===== config.mk =====
export PLATFORM = sky130hd
export DESIGN_NAME = sigma_delta_adc_control
export DESIGN_NICKNAME = d
export VERILOG_FILES = /design/src/verilog/sdadc_pkg.sv /design/src/verilog/sigma_delta_adc_control.sv /design/src/verilog/tick_divider.sv
export VERILOG_INCLUDE_DIRS = /design/src /design/src/verilog
export SDC_FILE = /design/constraint.sdc
export NUM_CORES = 1
export LEC_CHECK = 0
export BUFFER_PORTS_ARGS = -buffer_cell sky130_fd_sc_hd__clkbuf_2
export CAP_MARGIN = 20
export CORE_ASPECT_RATIO = 1.5
export CORE_UTILIZATION = 30
export CTS_CLUSTER_SIZE = 16
export DETAILED_ROUTE_END_ITERATION = 12
export MAX_ROUTING_LAYER = met4
export PLACE_DENSITY = 0.56
export SLEW_MARGIN = 10
export SYNTH_ARGS = -nofsm -noshare
export SYNTH_HDL_FRONTEND = slang
export SYNTH_SLANG_ARGS = --single-unit

===== constraint.sdc =====
create_clock -name clk_i -period 4.65 [get_ports clk_i]
set_input_delay 0.465 -clock clk_i [delete_from_list [all_inputs] [get_ports clk_i]]
set_output_delay 0.465 -clock clk_i [all_outputs]
set_load 0.1 [all_outputs]

===== src/verilog/sdadc_map.svh =====
// register offsets, field positions and reset values of the converter control
`ifndef SDADC_MAP_SVH
`define SDADC_MAP_SVH
// register indexes, byte address is four times the index
`define IDX_CHANNEL_SEL 8'h03
`define IDX_RESULT_LOW 8'h04
`define IDX_RESULT_MID 8'h05
`define IDX_RESULT_HIGH 8'h06
`define IDX_CONTROL_ZERO 8'h07
`define IDX_CONTROL_ONE 8'h08
`define IDX_CLOCK_DIVIDER 8'h09
`define IDX_RESERVED_TUNING 8'h0a
// reset values
`define RST_CHANNEL_SEL 8'h00
`define RST_CONTROL_ZERO 8'h20
`define RST_CONTROL_ONE 8'h00
`define RST_CLOCK_DIVIDER 8'h00
`define RST_RESERVED_TUNING 8'he4
// control zero fields
`define CZ_SOFT_RESET 7
`define CZ_SLEEP 6
`define CZ_POWER_OFF 5
`define CZ_OSR_HI 4
`define CZ_OSR_LO 1
`define CZ_REF_SEL 0
// control one fields
`define CO_FLMS_HI 7
`define CO_FLMS_LO 5
`define CO_NEG_BUF 4
`define CO_POS_BUF 3
`define CO_HOLD 2
`define CO_DONE 1
// channel select fields
`define CH_NEG_HI 5
`define CH_NEG_LO 3
`define CH_POS_HI 2
`define CH_POS_LO 0
`define CH_TEMP_SENSOR 3'h7
// filter ratio codes and divisors
`define FLMS_DIV30 3'h0
`define FLMS_DIV12 3'h2
`define RATIO_30 6'h1e
`define RATIO_12 6'h0c
// source divider
`define SRC_BYPASS 5'h1f
// oversampling
`define OSR_MAX_CODE 4'h8
`define OSR_TOP 16'h8000
`define SHIFT_BASE 5'h08
// result saturation limits
`define RESULT_MAX 34'sh007fffff
`define RESULT_MIN -34'sh00800000
`endif


===== src/verilog/sdadc_pkg.sv =====
// types shared by the converter control design
package sdadc_pkg;
   typedef enum logic [1:0] {
      MODE_POWER_DOWN,
      MODE_SLEEP,
      MODE_NORMAL,
      MODE_RESET
   } conv_mode_t;

   typedef struct packed {
      logic hsel;
      logic [31:0] haddr;
      logic [1:0] htrans;
      logic hwrite;
      logic [2:0] hsize;
      logic [31:0] hwdata;
      logic hready;
   } ahb_req_t;

   typedef struct packed {
      logic bandgap_en;
      logic amp_en;
      logic modulator_en;
      logic temp_sensor_en;
      logic neg_ref_buffer_en;
      logic neg_ref_bypass;
      logic pos_ref_buffer_en;
      logic pos_ref_bypass;
      logic filter_en;
      logic filter_reset;
      logic reference_pair_sel;
   } analog_ctrl_t;
endpackage


===== src/verilog/sigma_delta_adc_control.sv =====
// digital control of the delta-sigma converter with an ahb-lite slave
//
// Overview of operation
// - ratio 000 divides by 30, 010 by 12
// - negative buffer bit: 0 bypass, 1 buffer on
// - positive buffer bit: 0 bypass, 1 buffer on
// - hold bit freezes result registers against new results
// - held: converter runs, done flag stays unchanged
// - hardware sets done flag, only software clears it
// - word rate: master clock over ratio times osr
// - source divider k gives 2(k+1), 11111 bypasses
// - power-off bit forces full power-down mode
// - sleep keeps bandgap, amp, filter; rest off
// - reset bit holds filter in reset, analog on
// - conversions begin only after reset bit falls
// - unheld results overwrite registers every conversion
// - reference bit selects internal or external pair
// - results are 24-bit two's complement signed
// - temp sensor powered only when channel selects it
// - reset bit aborts conversion, partial result dropped
// - osr codes 0..8 give 32768 down to 128
// - out-of-range results saturate, never wrap
`timescale 1ns/1ns
`default_nettype none
`include "sdadc_map.svh"
module sigma_delta_adc_control #(
   parameter int DIV_W = 6,
   parameter int OSR_W = 16
) (
   input wire logic clk_i,
   input wire logic reset_i,
   input wire logic ce_i,
   input wire sdadc_pkg::ahb_req_t ahb_i,
   output logic hreadyout_o,
   output logic hresp_o,
   output logic [31:0] hrdata_o,
   input wire logic mod_bit_i,
   output sdadc_pkg::analog_ctrl_t analog_o,
   output logic result_valid_o,
   output logic [23:0] result_o
);
   import sdadc_pkg::*;

   // ----------------------------------------------------------------
   // registers
   // ----------------------------------------------------------------
   logic [7:0] channel_sel_ff;
   logic [7:0] control_zero_ff;
   logic [7:0] control_one_ff;
   logic [7:0] clock_divider_ff;
   logic [7:0] reserved_tuning_ff;
   logic [23:0] result_ff;
   logic [7:0] wr_idx_ff;
   logic wr_pend_ff;
   logic [31:0] hrdata_ff;
   logic [2:0] bit_sync_ff;
   logic mod_bit_ff;
   logic soft_reset_prev_ff;
   logic started_ff;
   logic [OSR_W-1:0] osr_cnt_ff;
   logic signed [17:0] acc_ff;
   logic result_valid_ff;
   analog_ctrl_t analog_ff;

   // ----------------------------------------------------------------
   // bus decode
   // ----------------------------------------------------------------
   wire logic addr_phase = ahb_i.hsel & ahb_i.hready & ahb_i.htrans[1] &
      ce_i;
   wire logic [7:0] req_idx = ahb_i.haddr[9:2];
   wire logic idx_hit = (ahb_i.haddr[31:10] == 22'h0) &
      (ahb_i.haddr[1:0] == 2'h0);
   wire logic wr_en = wr_pend_ff & ce_i;
   wire logic [7:0] wdata = ahb_i.hwdata[7:0];
   wire logic wr_chan = wr_en & (wr_idx_ff == `IDX_CHANNEL_SEL);
   wire logic wr_ctl0 = wr_en & (wr_idx_ff == `IDX_CONTROL_ZERO);
   wire logic wr_ctl1 = wr_en & (wr_idx_ff == `IDX_CONTROL_ONE);
   wire logic wr_cdiv = wr_en & (wr_idx_ff == `IDX_CLOCK_DIVIDER);
   wire logic wr_tune = wr_en & (wr_idx_ff == `IDX_RESERVED_TUNING);

   logic [7:0] rd_byte;
   always_comb begin
      rd_byte = 8'h00;
      if (!idx_hit) begin
         rd_byte = 8'h00;
      end else if (req_idx == `IDX_CHANNEL_SEL) begin
         rd_byte = channel_sel_ff;
      end else if (req_idx == `IDX_RESULT_LOW) begin
         rd_byte = result_ff[7:0];
      end else if (req_idx == `IDX_RESULT_MID) begin
         rd_byte = result_ff[15:8];
      end else if (req_idx == `IDX_RESULT_HIGH) begin
         rd_byte = result_ff[23:16];
      end else if (req_idx == `IDX_CONTROL_ZERO) begin
         rd_byte = control_zero_ff;
      end else if (req_idx == `IDX_CONTROL_ONE) begin
         rd_byte = control_one_ff;
      end else if (req_idx == `IDX_CLOCK_DIVIDER) begin
         rd_byte = clock_divider_ff;
      end else if (req_idx == `IDX_RESERVED_TUNING) begin
         rd_byte = reserved_tuning_ff;
      end
   end
   wire logic [31:0] nxt_hrdata = (addr_phase & !ahb_i.hwrite) ?
      {24'h000000, rd_byte} : 32'h00000000;

   // ----------------------------------------------------------------
   // field views
   // ----------------------------------------------------------------
   wire logic soft_reset = control_zero_ff[`CZ_SOFT_RESET];
   wire logic sleep_bit = control_zero_ff[`CZ_SLEEP];
   wire logic power_off = control_zero_ff[`CZ_POWER_OFF];
   wire logic [3:0] osr_code = control_zero_ff[`CZ_OSR_HI:`CZ_OSR_LO];
   wire logic [2:0] flms = control_one_ff[`CO_FLMS_HI:`CO_FLMS_LO];
   wire logic hold = control_one_ff[`CO_HOLD];
   wire logic done_flag = control_one_ff[`CO_DONE];
   wire logic neg_buf = control_one_ff[`CO_NEG_BUF];
   wire logic pos_buf = control_one_ff[`CO_POS_BUF];
   wire logic [4:0] src_div = clock_divider_ff[4:0];
   wire logic [2:0] neg_ch = channel_sel_ff[`CH_NEG_HI:`CH_NEG_LO];
   wire logic [2:0] pos_ch = channel_sel_ff[`CH_POS_HI:`CH_POS_LO];

   // ----------------------------------------------------------------
   // operating mode
   // ----------------------------------------------------------------
   wire conv_mode_t mode = power_off ? MODE_POWER_DOWN :
      sleep_bit ? MODE_SLEEP :
      soft_reset ? MODE_RESET : MODE_NORMAL;
   wire logic temp_sel = (pos_ch == `CH_TEMP_SENSOR) |
      (neg_ch == `CH_TEMP_SENSOR);

   analog_ctrl_t nxt_analog;
   always_comb begin
      nxt_analog = '0;
      nxt_analog.reference_pair_sel = control_zero_ff[`CZ_REF_SEL];
      case (mode)
         MODE_POWER_DOWN: begin
            nxt_analog.neg_ref_bypass = 1'b1;
            nxt_analog.pos_ref_bypass = 1'b1;
         end
         MODE_SLEEP: begin
            nxt_analog.bandgap_en = 1'b1;
            nxt_analog.amp_en = 1'b1;
            nxt_analog.filter_en = 1'b1;
            nxt_analog.neg_ref_bypass = 1'b1;
            nxt_analog.pos_ref_bypass = 1'b1;
         end
         default: begin
            nxt_analog.bandgap_en = 1'b1;
            nxt_analog.amp_en = 1'b1;
            nxt_analog.modulator_en = 1'b1;
            nxt_analog.temp_sensor_en = temp_sel;
            nxt_analog.neg_ref_buffer_en = neg_buf;
            nxt_analog.neg_ref_bypass = !neg_buf;
            nxt_analog.pos_ref_buffer_en = pos_buf;
            nxt_analog.pos_ref_bypass = !pos_buf;
            nxt_analog.filter_en = 1'b1;
            nxt_analog.filter_reset = (mode == MODE_RESET);
         end
      endcase
   end

   // ----------------------------------------------------------------
   // clock dividers
   // ----------------------------------------------------------------
   wire logic flms_ok = (flms == `FLMS_DIV30) | (flms == `FLMS_DIV12);
   wire logic osr_ok = (osr_code <= `OSR_MAX_CODE);
   wire logic mod_on = ((mode == MODE_NORMAL) | (mode == MODE_RESET)) &
      flms_ok & osr_ok;
   wire logic [DIV_W-1:0] src_ratio = (src_div == `SRC_BYPASS) ?
      DIV_W'(1) : DIV_W'({src_div, 1'b0} + 6'h02);
   wire logic [DIV_W-1:0] flms_ratio = (flms == `FLMS_DIV12) ?
      DIV_W'(`RATIO_12) : DIV_W'(`RATIO_30);
   logic mclk_tick;
   logic mod_tick;

   tick_divider #(.W(DIV_W)) u_src_div (
      .clk_i(clk_i),
      .reset_i(reset_i),
      .ce_i(ce_i),
      .run_i(mod_on),
      .advance_i(1'b1),
      .ratio_i(src_ratio),
      .tick_o(mclk_tick)
   );

   tick_divider #(.W(DIV_W)) u_flms_div (
      .clk_i(clk_i),
      .reset_i(reset_i),
      .ce_i(ce_i),
      .run_i(mod_on),
      .advance_i(mclk_tick),
      .ratio_i(flms_ratio),
      .tick_o(mod_tick)
   );

   // ----------------------------------------------------------------
   // decimation filter
   // ----------------------------------------------------------------
   wire logic nxt_mod_bit = (bit_sync_ff[1] == bit_sync_ff[2]) ?
      bit_sync_ff[2] : mod_bit_ff;
   wire logic soft_reset_fall = soft_reset_prev_ff & !soft_reset;
   wire logic nxt_started = power_off ? 1'b0 :
      soft_reset_fall ? 1'b1 : started_ff;
   wire logic filt_run = (mode == MODE_NORMAL) & started_ff &
      mod_on;
   wire logic step = filt_run & mod_tick;
   wire logic [OSR_W-1:0] osr_last = (OSR_W'(`OSR_TOP) >> osr_code) -
      OSR_W'(1);
   wire logic osr_end = (osr_cnt_ff == osr_last);
   wire logic signed [17:0] acc_step = mod_bit_ff ? acc_ff + 18'sd1 :
      acc_ff - 18'sd1;
   wire logic [4:0] shift = `SHIFT_BASE + {1'b0, osr_code};
   wire logic signed [33:0] scaled = {{16{acc_step[17]}}, acc_step} <<<
      shift;
   wire logic [23:0] sat_result = (scaled > `RESULT_MAX) ? 24'h7fffff :
      (scaled < `RESULT_MIN) ? 24'h800000 : scaled[23:0];
   wire logic conv_done = step & osr_end;
   wire logic accept = conv_done & !hold;
   wire logic clr_filt = !filt_run & (mode != MODE_SLEEP);
   wire logic [OSR_W-1:0] nxt_osr_cnt = clr_filt ? '0 : !step ? osr_cnt_ff :
      osr_end ? '0 : osr_cnt_ff + OSR_W'(1);
   wire logic signed [17:0] nxt_acc = clr_filt ? 18'sd0 : !step ? acc_ff :
      osr_end ? 18'sd0 : acc_step;
   wire logic [23:0] nxt_result = accept ? sat_result : result_ff;

   // ----------------------------------------------------------------
   // register next values
   // ----------------------------------------------------------------
   wire logic nxt_done = accept | (wr_ctl1 ? (wdata[`CO_DONE] & done_flag) :
      done_flag);
   wire logic [7:0] nxt_control_one = {wr_ctl1 ? wdata[7:2] :
      control_one_ff[7:2], nxt_done, 1'b0};
   wire logic [7:0] nxt_control_zero = wr_ctl0 ? wdata : control_zero_ff;
   wire logic [7:0] nxt_channel_sel = wr_chan ? {2'b00, wdata[5:0]} :
      channel_sel_ff;
   wire logic [7:0] nxt_clock_divider = wr_cdiv ? {3'b000, wdata[4:0]} :
      clock_divider_ff;
   wire logic [7:0] nxt_reserved_tuning = wr_tune ? wdata :
      reserved_tuning_ff;

   // ----------------------------------------------------------------
   // state
   // ----------------------------------------------------------------
   always_ff @(posedge clk_i or posedge reset_i) begin
      if (reset_i) begin
         wr_pend_ff <= 1'b0;
         wr_idx_ff <= 8'h00;
         hrdata_ff <= 32'h00000000;
      end else if (ce_i) begin
         wr_pend_ff <= addr_phase & ahb_i.hwrite & idx_hit;
         wr_idx_ff <= req_idx;
         hrdata_ff <= nxt_hrdata;
      end
   end

   always_ff @(posedge clk_i or posedge reset_i) begin
      if (reset_i) begin
         channel_sel_ff <= `RST_CHANNEL_SEL;
         control_zero_ff <= `RST_CONTROL_ZERO;
         control_one_ff <= `RST_CONTROL_ONE;
         clock_divider_ff <= `RST_CLOCK_DIVIDER;
         reserved_tuning_ff <= `RST_RESERVED_TUNING;
      end else if (ce_i) begin
         channel_sel_ff <= nxt_channel_sel;
         control_zero_ff <= nxt_control_zero;
         control_one_ff <= nxt_control_one;
         clock_divider_ff <= nxt_clock_divider;
         reserved_tuning_ff <= nxt_reserved_tuning;
      end
   end

   always_ff @(posedge clk_i or posedge reset_i) begin
      if (reset_i) begin
         bit_sync_ff <= 3'b000;
         mod_bit_ff <= 1'b0;
         soft_reset_prev_ff <= 1'b0;
         started_ff <= 1'b0;
      end else if (ce_i) begin
         bit_sync_ff <= {bit_sync_ff[1:0], mod_bit_i};
         mod_bit_ff <= nxt_mod_bit;
         soft_reset_prev_ff <= soft_reset;
         started_ff <= nxt_started;
      end
   end

   always_ff @(posedge clk_i or posedge reset_i) begin
      if (reset_i) begin
         osr_cnt_ff <= '0;
         acc_ff <= 18'sd0;
         result_ff <= 24'h000000;
         result_valid_ff <= 1'b0;
         analog_ff <= '0;
      end else if (ce_i) begin
         osr_cnt_ff <= nxt_osr_cnt;
         acc_ff <= nxt_acc;
         result_ff <= nxt_result;
         result_valid_ff <= accept;
         analog_ff <= nxt_analog;
      end
   end

   // ----------------------------------------------------------------
   // outputs
   // ----------------------------------------------------------------
   assign hreadyout_o = ce_i;
   assign hresp_o = 1'b0;
   assign hrdata_o = hrdata_ff;
   assign analog_o = analog_ff;
   assign result_valid_o = result_valid_ff;
   assign result_o = result_ff;
endmodule // sigma_delta_adc_control
`default_nettype wire


===== src/verilog/tick_divider.sv =====
// event divider that emits one tick per ratio advance events
`timescale 1ns/1ns
`default_nettype none
module tick_divider #(
   parameter int W = 6
) (
   input wire logic clk_i,
   input wire logic reset_i,
   input wire logic ce_i,
   input wire logic run_i,
   input wire logic advance_i,
   input wire logic [W-1:0] ratio_i,
   output logic tick_o
);
   logic [W-1:0] cnt_ff;
   logic tick_ff;
   wire logic at_end = (cnt_ff >= ratio_i - {{(W-1){1'b0}}, 1'b1});
   wire logic [W-1:0] nxt_cnt = !run_i ? '0 :
      !advance_i ? cnt_ff : at_end ? '0 : cnt_ff + {{(W-1){1'b0}}, 1'b1};
   wire logic nxt_tick = run_i & advance_i & at_end;

   always_ff @(posedge clk_i or posedge reset_i) begin
      if (reset_i) begin
         cnt_ff <= '0;
         tick_ff <= 1'b0;
      end else if (ce_i) begin
         cnt_ff <= nxt_cnt;
         tick_ff <= nxt_tick;
      end
   end

   assign tick_o = tick_ff;
endmodule // tick_divider
`default_nettype wire


Word level (Yosys, flattened, before mapping)
Index checks and enable logic that the tools add are counted.
{ "classes": {"n_lt_le_gt_ge": 5, "reduce_logical": 23, "div": 0, "shift": 2, "addsub": 10, "n_eq_ne": 24, "n_mux": 39, "bitwise": 30, "multipliers": 0} }
{ "ops": {"columns": ["operator", "count"], "rows": [
  ["two-way mux 8 bit", 10],
  ["two-way mux 18 bit", 4],
  ["equality test 8 x 4 -> 1 bit, second input constant", 6],
  ["two-way mux 16 bit", 3],
  ["two-way mux 24 bit", 2],
  ["equality test 8 x 3 -> 1 bit, second input constant", 5],
  ["two-way mux 6 bit", 6],
  ["> comparator 34 x 24 -> 1 bit, second input constant", 1],
  ["less-than comparator 34 x 24 -> 1 bit, second input constant", 1],
  ["<<< shifter 34 x 5 -> 34 bit", 1],
  ["AND 1 bit", 26],
  ["logical NOT 22 bit", 1],
  ["AND reduction 2 bit", 10],
  ["adder 18 x 2 -> 18 bit, second input constant", 1],
  ["subtractor 18 x 2 -> 18 bit, second input constant", 1],
  ["adder 16 x 1 -> 16 bit, second input constant", 1],
  ["equality test 16 bit", 1],
  ["equality test 8 x 2 -> 1 bit, second input constant", 2],
  [">> shifter 16 x 4 -> 16 bit, first input constant", 1],
  ["subtractor 16 x 1 -> 16 bit, second input constant", 1],
  ["adder 6 x 1 -> 6 bit, second input constant", 2],
  ["greater-or-equal comparator 6 bit", 2],
  ["two-way mux 1 bit", 9],
  ["adder 6 x 2 -> 6 bit, second input constant", 1],
  ["20 further kinds", 35]
]} }
{ "word_totals": {"romBits": 0, "wordCells": 165, "latch_bits": 0, "reg_bits": 165, "n_memories": 0, "in_bits": 76, "ram_bits": 0} }

Logic depth before layout (Yosys ltp)
{ "logic_depth": {"ltp_word": 12, "depth_mapped": 18, "depth_no_buf": 15} }

Hierarchy
A second synthesis with hierarchy kept.
{ "hier_totals": {"hier_cells": 1150, "hier_area_um2": 10047.1} }
{ "modules_own_cells": {"columns": ["mod", "area_per_inst_um2", "instances", "cells_each", "seq_area_each_um2"], "rows": [
  ["sigma_delta_adc_control", 8853.5, 1, 1024, 3134.3],
  ["tick_divider", 596.8, 2, 63, 175.2]
]} }

Worst setup path before layout
No wires, ideal clock.
{ "synth_path": {"kind": "flip-flop to flip-flop", "start": "reg mod_bit_ff", "end": "reg result_ff[20] (netlist: result_o[20])", "period_less_slack_ns": 3.840, "path_slack_ns": 0.810, "path_buffers": 2, "setup_ns": 0.142, "path_stages_with_launch": 15, "arrival_time_ns": 3.698, "path_cell_list": "dfrtp_1 > inv_1 > ha_1 > buf_2 > and3_1 > a221o_1 > a21oi_2 > mux2_2 > nand4_1 > a31oi_1 > nor4_1 > o2111ai_1 > o31ai_4 > buf_6 > a22oi_1"} }
{ "synth_between": {"elab_chain_cells": 5} }
{ "synth_lines": {"columns": ["item", "line_no", "source"], "rows": [
  ["from (decl)", "sigma_delta_adc_control.sv:57", "logic mod_bit_ff;"],
  ["from (signal assigned)", "sigma_delta_adc_control.sv:281", "mod_bit_ff <= nxt_mod_bit;"],
  ["two-way mux 18 bit *", "sigma_delta_adc_control.sv:211", "wire logic signed [17:0] acc_step = mod_bit_ff ? acc_ff + 18'sd1 :"],
  ["<<< shifter 34 x 5 -> 34 bit *", "sigma_delta_adc_control.sv:214", "wire logic signed [33:0] scaled = {{16{acc_step[17]}}, acc_step} <<<"],
  ["less-than comparator 34 x 24 -> 1 bit (no line)", null, null],
  ["two-way mux 24 bit", "sigma_delta_adc_control.sv:217", "(scaled < `RESULT_MIN) ? 24'h800000 : scaled[23:0];"],
  ["two-way mux 24 bit *", "sigma_delta_adc_control.sv:216", "wire logic [23:0] sat_result = (scaled > `RESULT_MAX) ? 24'h7fffff :"],
  ["to (signal assigned)", "sigma_delta_adc_control.sv:297", "result_ff <= nxt_result;"],
  ["to (decl)", "sigma_delta_adc_control.sv:52", "logic [23:0] result_ff;"]
]} }
Every way passes the cells marked *; elsewhere a longest branch is shown, timed or not.
A chain may end at the register's enable or synchronous reset.

Final worst setup path
{ "layout_path": {"start": "reg mod_bit_ff", "end": "reg result_ff[21] (netlist: result_o[21])"} }
Same word-level chain as after synthesis.

==> out/summary.md <==
The clock drives 139 sinks. In this run the worst hold path is classified as input pin to asynchronous set/reset pin. The final critical-path required period is 4.32 ns. The initial core utilization came out at 30.6%. The cell occurring most often along the worst timing path was buf_12.

The clock transition time at the flip-flop clock pins of the worst setup and hold paths came out at 0.06 ns. The number of buffers between clock root and the deepest sink is 2, and the total CTS buffers is 17. Row count: 80. The number of ports placed on the die boundary is 146. The library cell used as clock root buffer was clkbuf_16. The synthesized area divided by synthesized cell count is 8.90 um2.

Summed over all cells, the static leakage comes to 5.23 nW. Number of buffers and inverters on the critical path: 3. Summed over all nets, the switching power comes to 1.61 mW. The final layout contains routed wiring with a total length of 31000 um.

Based on the critical path, the design can be clocked at up to 0.231 GHz. The logs give 0 for the total count of max-transition violations in the final report and 0 for the max-capacitance violation count. In the routed layout, each cell is associated on average with a via count of 5.51. Residual antenna-violating net count after detailed routing: 0. After detailed routing, the average wire length per cell comes to 19.2 um. The critical path's largest stage delay was 0.69 ns; the portion of total power attributed to combinational logic was 36.5%. The capture instance of the worst register-to-register path was result_o[21]. The worst setup path is captured at a flip-flop. The number of hold-slack violations in the final timing report was 0; the normalized max-slew margin was 40.3%. The flow ran to the end, and the final reports show no timing, DRC or antenna violations.

The tools report the gate count after technology mapping as 1103. The placed wire-length estimate is 23600 um. The signal on the critical path passes through inv_1, buf_12, fa_1, a21o_1, a221o_1, a21oi_2, o21bai_1, xnor2_2, a2111oi_0, o31ai_1, nor4_2, a32oi_2, buf_12, a22oi_1. The cell count after placement came out at 1587. Number of DRC markers after the initial detailed-route iteration: 425. The run gives 0.00883 ns as the worst clock skew on the final layout. After floorplanning, the core was sized to cover 32000 um2. The number of synthesized register bits is 139, and the area enclosed by the die boundary is 33500 um2. Maximum number of pins on one net before global-route repair: 98. TritonCTS built the clock tree. The first global-routing pass estimated 49300 um of wire. Setup repair after global routing left no endpoint under its margin. At the worst endpoint, the arrival time is 4.67 ns. The run gives 4 as the number of levels in the clock H-tree.

The worst-path cell with the longest stage delay was a2111oi_0. The required time of the critical path was 5.00 ns; the die height was 224 um. The via count of the routed design is 8922.

At the later pin of the worst-skew pair, clock insertion delay measures 0.44 ns. Excluding fillers, the count of instances in the completed layout stands at 1619. The filler cells instantiated in the layout total 3287.

The depth of the worst register-to-register path was 14. On the critical path the largest part of the delay comes from compound AO/OA/AOI/OAI gates. Of all nets on the critical path, the largest fanout is 17. The type of the setup path with the least slack was flip-flop to flip-flop. The via count of the first global-routing pass is 8950, and the number of DRC violations after detailed routing is 0.

The worst path meets setup with 0.327 ns of slack. Per report_power, the sequential group accounts for 30.2% of the total. The floorplan step set the die width to 150 um.

Internal power comes to 2.75 mW. The cell area that synthesis handed to floorplanning was 9820 um2. After the last flow step, the layout net total stands at 1305. In this run the tool buffered the top-level ports with 92 buffer cells. The setup check on the worst reg-to-reg path leaves a slack of 0.33 ns.

Sequential share of the synthesized area: 35.5%. The repair_antennas step left the layout with diodes totalling 0. Summed over all layers, the global routing overflow is 0.

Adding up every negative setup slack in the final design gives 0 ns. The transition time at the pin with the least slew margin is 0.895 ns. Across the VDD grid, the largest voltage drop is 228 uV. Of the total power, the share spent switching nets is 37.0%.

The synthesis-to-layout area growth is 16.4%, and the share of flip-flops with an asynchronous set or reset is 100%. The prevailing post-synth register cell was dfrtp_1. For the initial antenna violation count, the log shows 0. The share of the clock period used by the worst path after layout came out at 93.0%. Yosys printed 0 warnings. The power per standard cell area was 381 nW/um2.

The first detailed-routing pass took 8 iterations. Timing analysis after detailed placement gives a worst setup slack of 0.409 ns. Count of flip-flops with a built-in enable after synthesis: 0. In this run, the clock network consumes 33.4% of the power. The post-synthesis cell type count was 92. Hold repair after CTS inserted 0 buffers.

STA classifies the critical path startpoint as a flip-flop. The total routing usage reported by global routing was 19.6%; the fraction of final layout cells sized beyond drive strength 1 was 22.2%. Setup-violating endpoint count in the final report: 0.

The multi-input combinational cells in the finished layout cover a total of 5830 um2. Routability-driven placement finished with a final weighted congestion of 0.926. The critical register-to-register path startpoint is mod_bit_ff. The flip-flop and latch area is 3480 um2.
logic make-up (layout without fill, tap and decap cells):
| group | Yosys count | in the layout | share of synthesized area (%) |
|---|---|---|---|
| buffers and inverters | 120 | 202 | 6.04 |
| other | 1 | 25 | 0.0382 |
| multiplexers | 78 | 78 | 8.85 |
| flip-flops | 139 | 139 | 35.5 |
| adder cells (fa/ha/maj) | 33 | 33 | 4.28 |
| XOR/XNOR | 35 | 35 | 3.20 |
| AND/OR/NAND/NOR | 362 | 362 | 17.8 |
| AO/OA/AOI/OAI | 335 | 335 | 24.3 |
metal layers:
layer / part of all wire, % / routed length, um / up-vias / global-route usage (%)
met3: 2.4 / 759 / 53 / 2.81
met1: 40 / 12300 / 4432 / 21.0
met5: 0 / 0 / - / -
li1: - / - / 4253 / -
met2: 54 / 16800 / 184 / 35.1
met4: 3.7 / 1140 / 0 / 8.90
power groups by stage:
stage | clock network, mW | logic (mW) | registers (mW)
floorplan | 0 | 1.15 | 1.33
global placement | 0 | 1.56 | 1.33
detailed placement | 0 | 1.57 | 1.33
CTS | 1.48 | 1.58 | 1.31
global route | 1.53 | 1.74 | 1.32
finish | 1.45 | 1.59 | 1.31
through the flow:
| step | hold WS (ns) | power, mW | util [%] | area [um2] |
|---|---|---|---|---|
| floorplan | 0.445 | 2.48 | - | 9910 |
| global placement | 0.461 | 2.89 | 33.7 | 10800 |
| detailed placement | 0.468 | 2.90 | 33.7 | 10800 |
| CTS | 0.259 | 4.37 | 35.7 | 11400 |
| global route | 0.272 | 4.59 | 35.7 | 11400 |
| finish | 0.206 | 4.36 | 35.7 | 11400 |
registers in the layout, summed over array words and instances, names as in the netlist, 6 cells and up:
name,flops
u_flms_div.cnt_ff,6
u_src_div.cnt_ff,6
channel_sel_ff,6
wr_idx_ff,8
acc_ff,18
reserved_tuning_ff,8
analog_o,9
osr_cnt_ff,16
hrdata_o,8
result_o,24
control_zero_ff,8
control_one_ff,7
final cells by class:
cell class                 count  area share [%]
clock buffer                  22            4.24
clock inverter                10            1.20
inverter                      30            1.03
multi-input combinational    868            51.0
sequential                   139            30.5
tap                          410            4.49
timing repair buffer         140            7.51
layout by cell type, fill, tap and decap left out, types with 17 or more instances in the layout:
cell / instances
dfrtp_1: 134
nand2_1: 128
clkbuf_2: 92
o21ai_0: 90
nor2_1: 71
mux2_2: 50
buf_4: 45
a21oi_1: 42
ha_1: 32
nand3_1: 28
inv_1: 27
mux2i_1: 26
conb_1: 25
nand4_1: 24
nor3_1: 21
a21o_1: 21
xnor2_1: 18
and3_1: 17
clkbuf_16: 17
cells in the mapped netlist (11+ instances only):
cell        n  area (um2)
nand3_1    28         140
xnor2_1    18         158
o22ai_1    11        68.8
mux2i_1    26         260
o211ai_1   13        97.6
and3_1     17         106
o21ai_0    90         450
xor2_1     16         140
dfrtp_1   134        3350
nor2_1     71         267
a21o_1     21         158
or3_1      12        75.1
nor3_1     22         110
clkbuf_1   38         143
a21oi_1    42         210
buf_2      15        75.1
a22o_1     16         140
buf_4      29         218
nand4_1    24         150
ha_1       32         400
mux2_2     50         563
nor4_1     14        87.6
inv_1      28         105
a22oi_1    16         120
nand2b_1   12        75.1
nand2_1   128         480
worst max path at each step:
stage	start	end	slack, ns	depth (start not counted)
6_report	mod_bit_ff	result_o[21]	0.33	14
5_1_grt	mod_bit_ff	result_o[21]	0.04	14
4_1_cts	mod_bit_ff	result_o[21]	0.36	14
3_5_place_dp	mod_bit_ff	result_o[21]	0.41	14
3_3_place_gp	mod_bit_ff	result_o[8]	0.47	14
2_1_floorplan	reset_i	acc_ff[0]	0.47	1
timing repair:
action,in CTS,in global routing
setup buffers,0,0
resized for setup,0,1
endpoints found under the setup margin,0,1
Note: power is estimated with default switching activity, not from simulation.
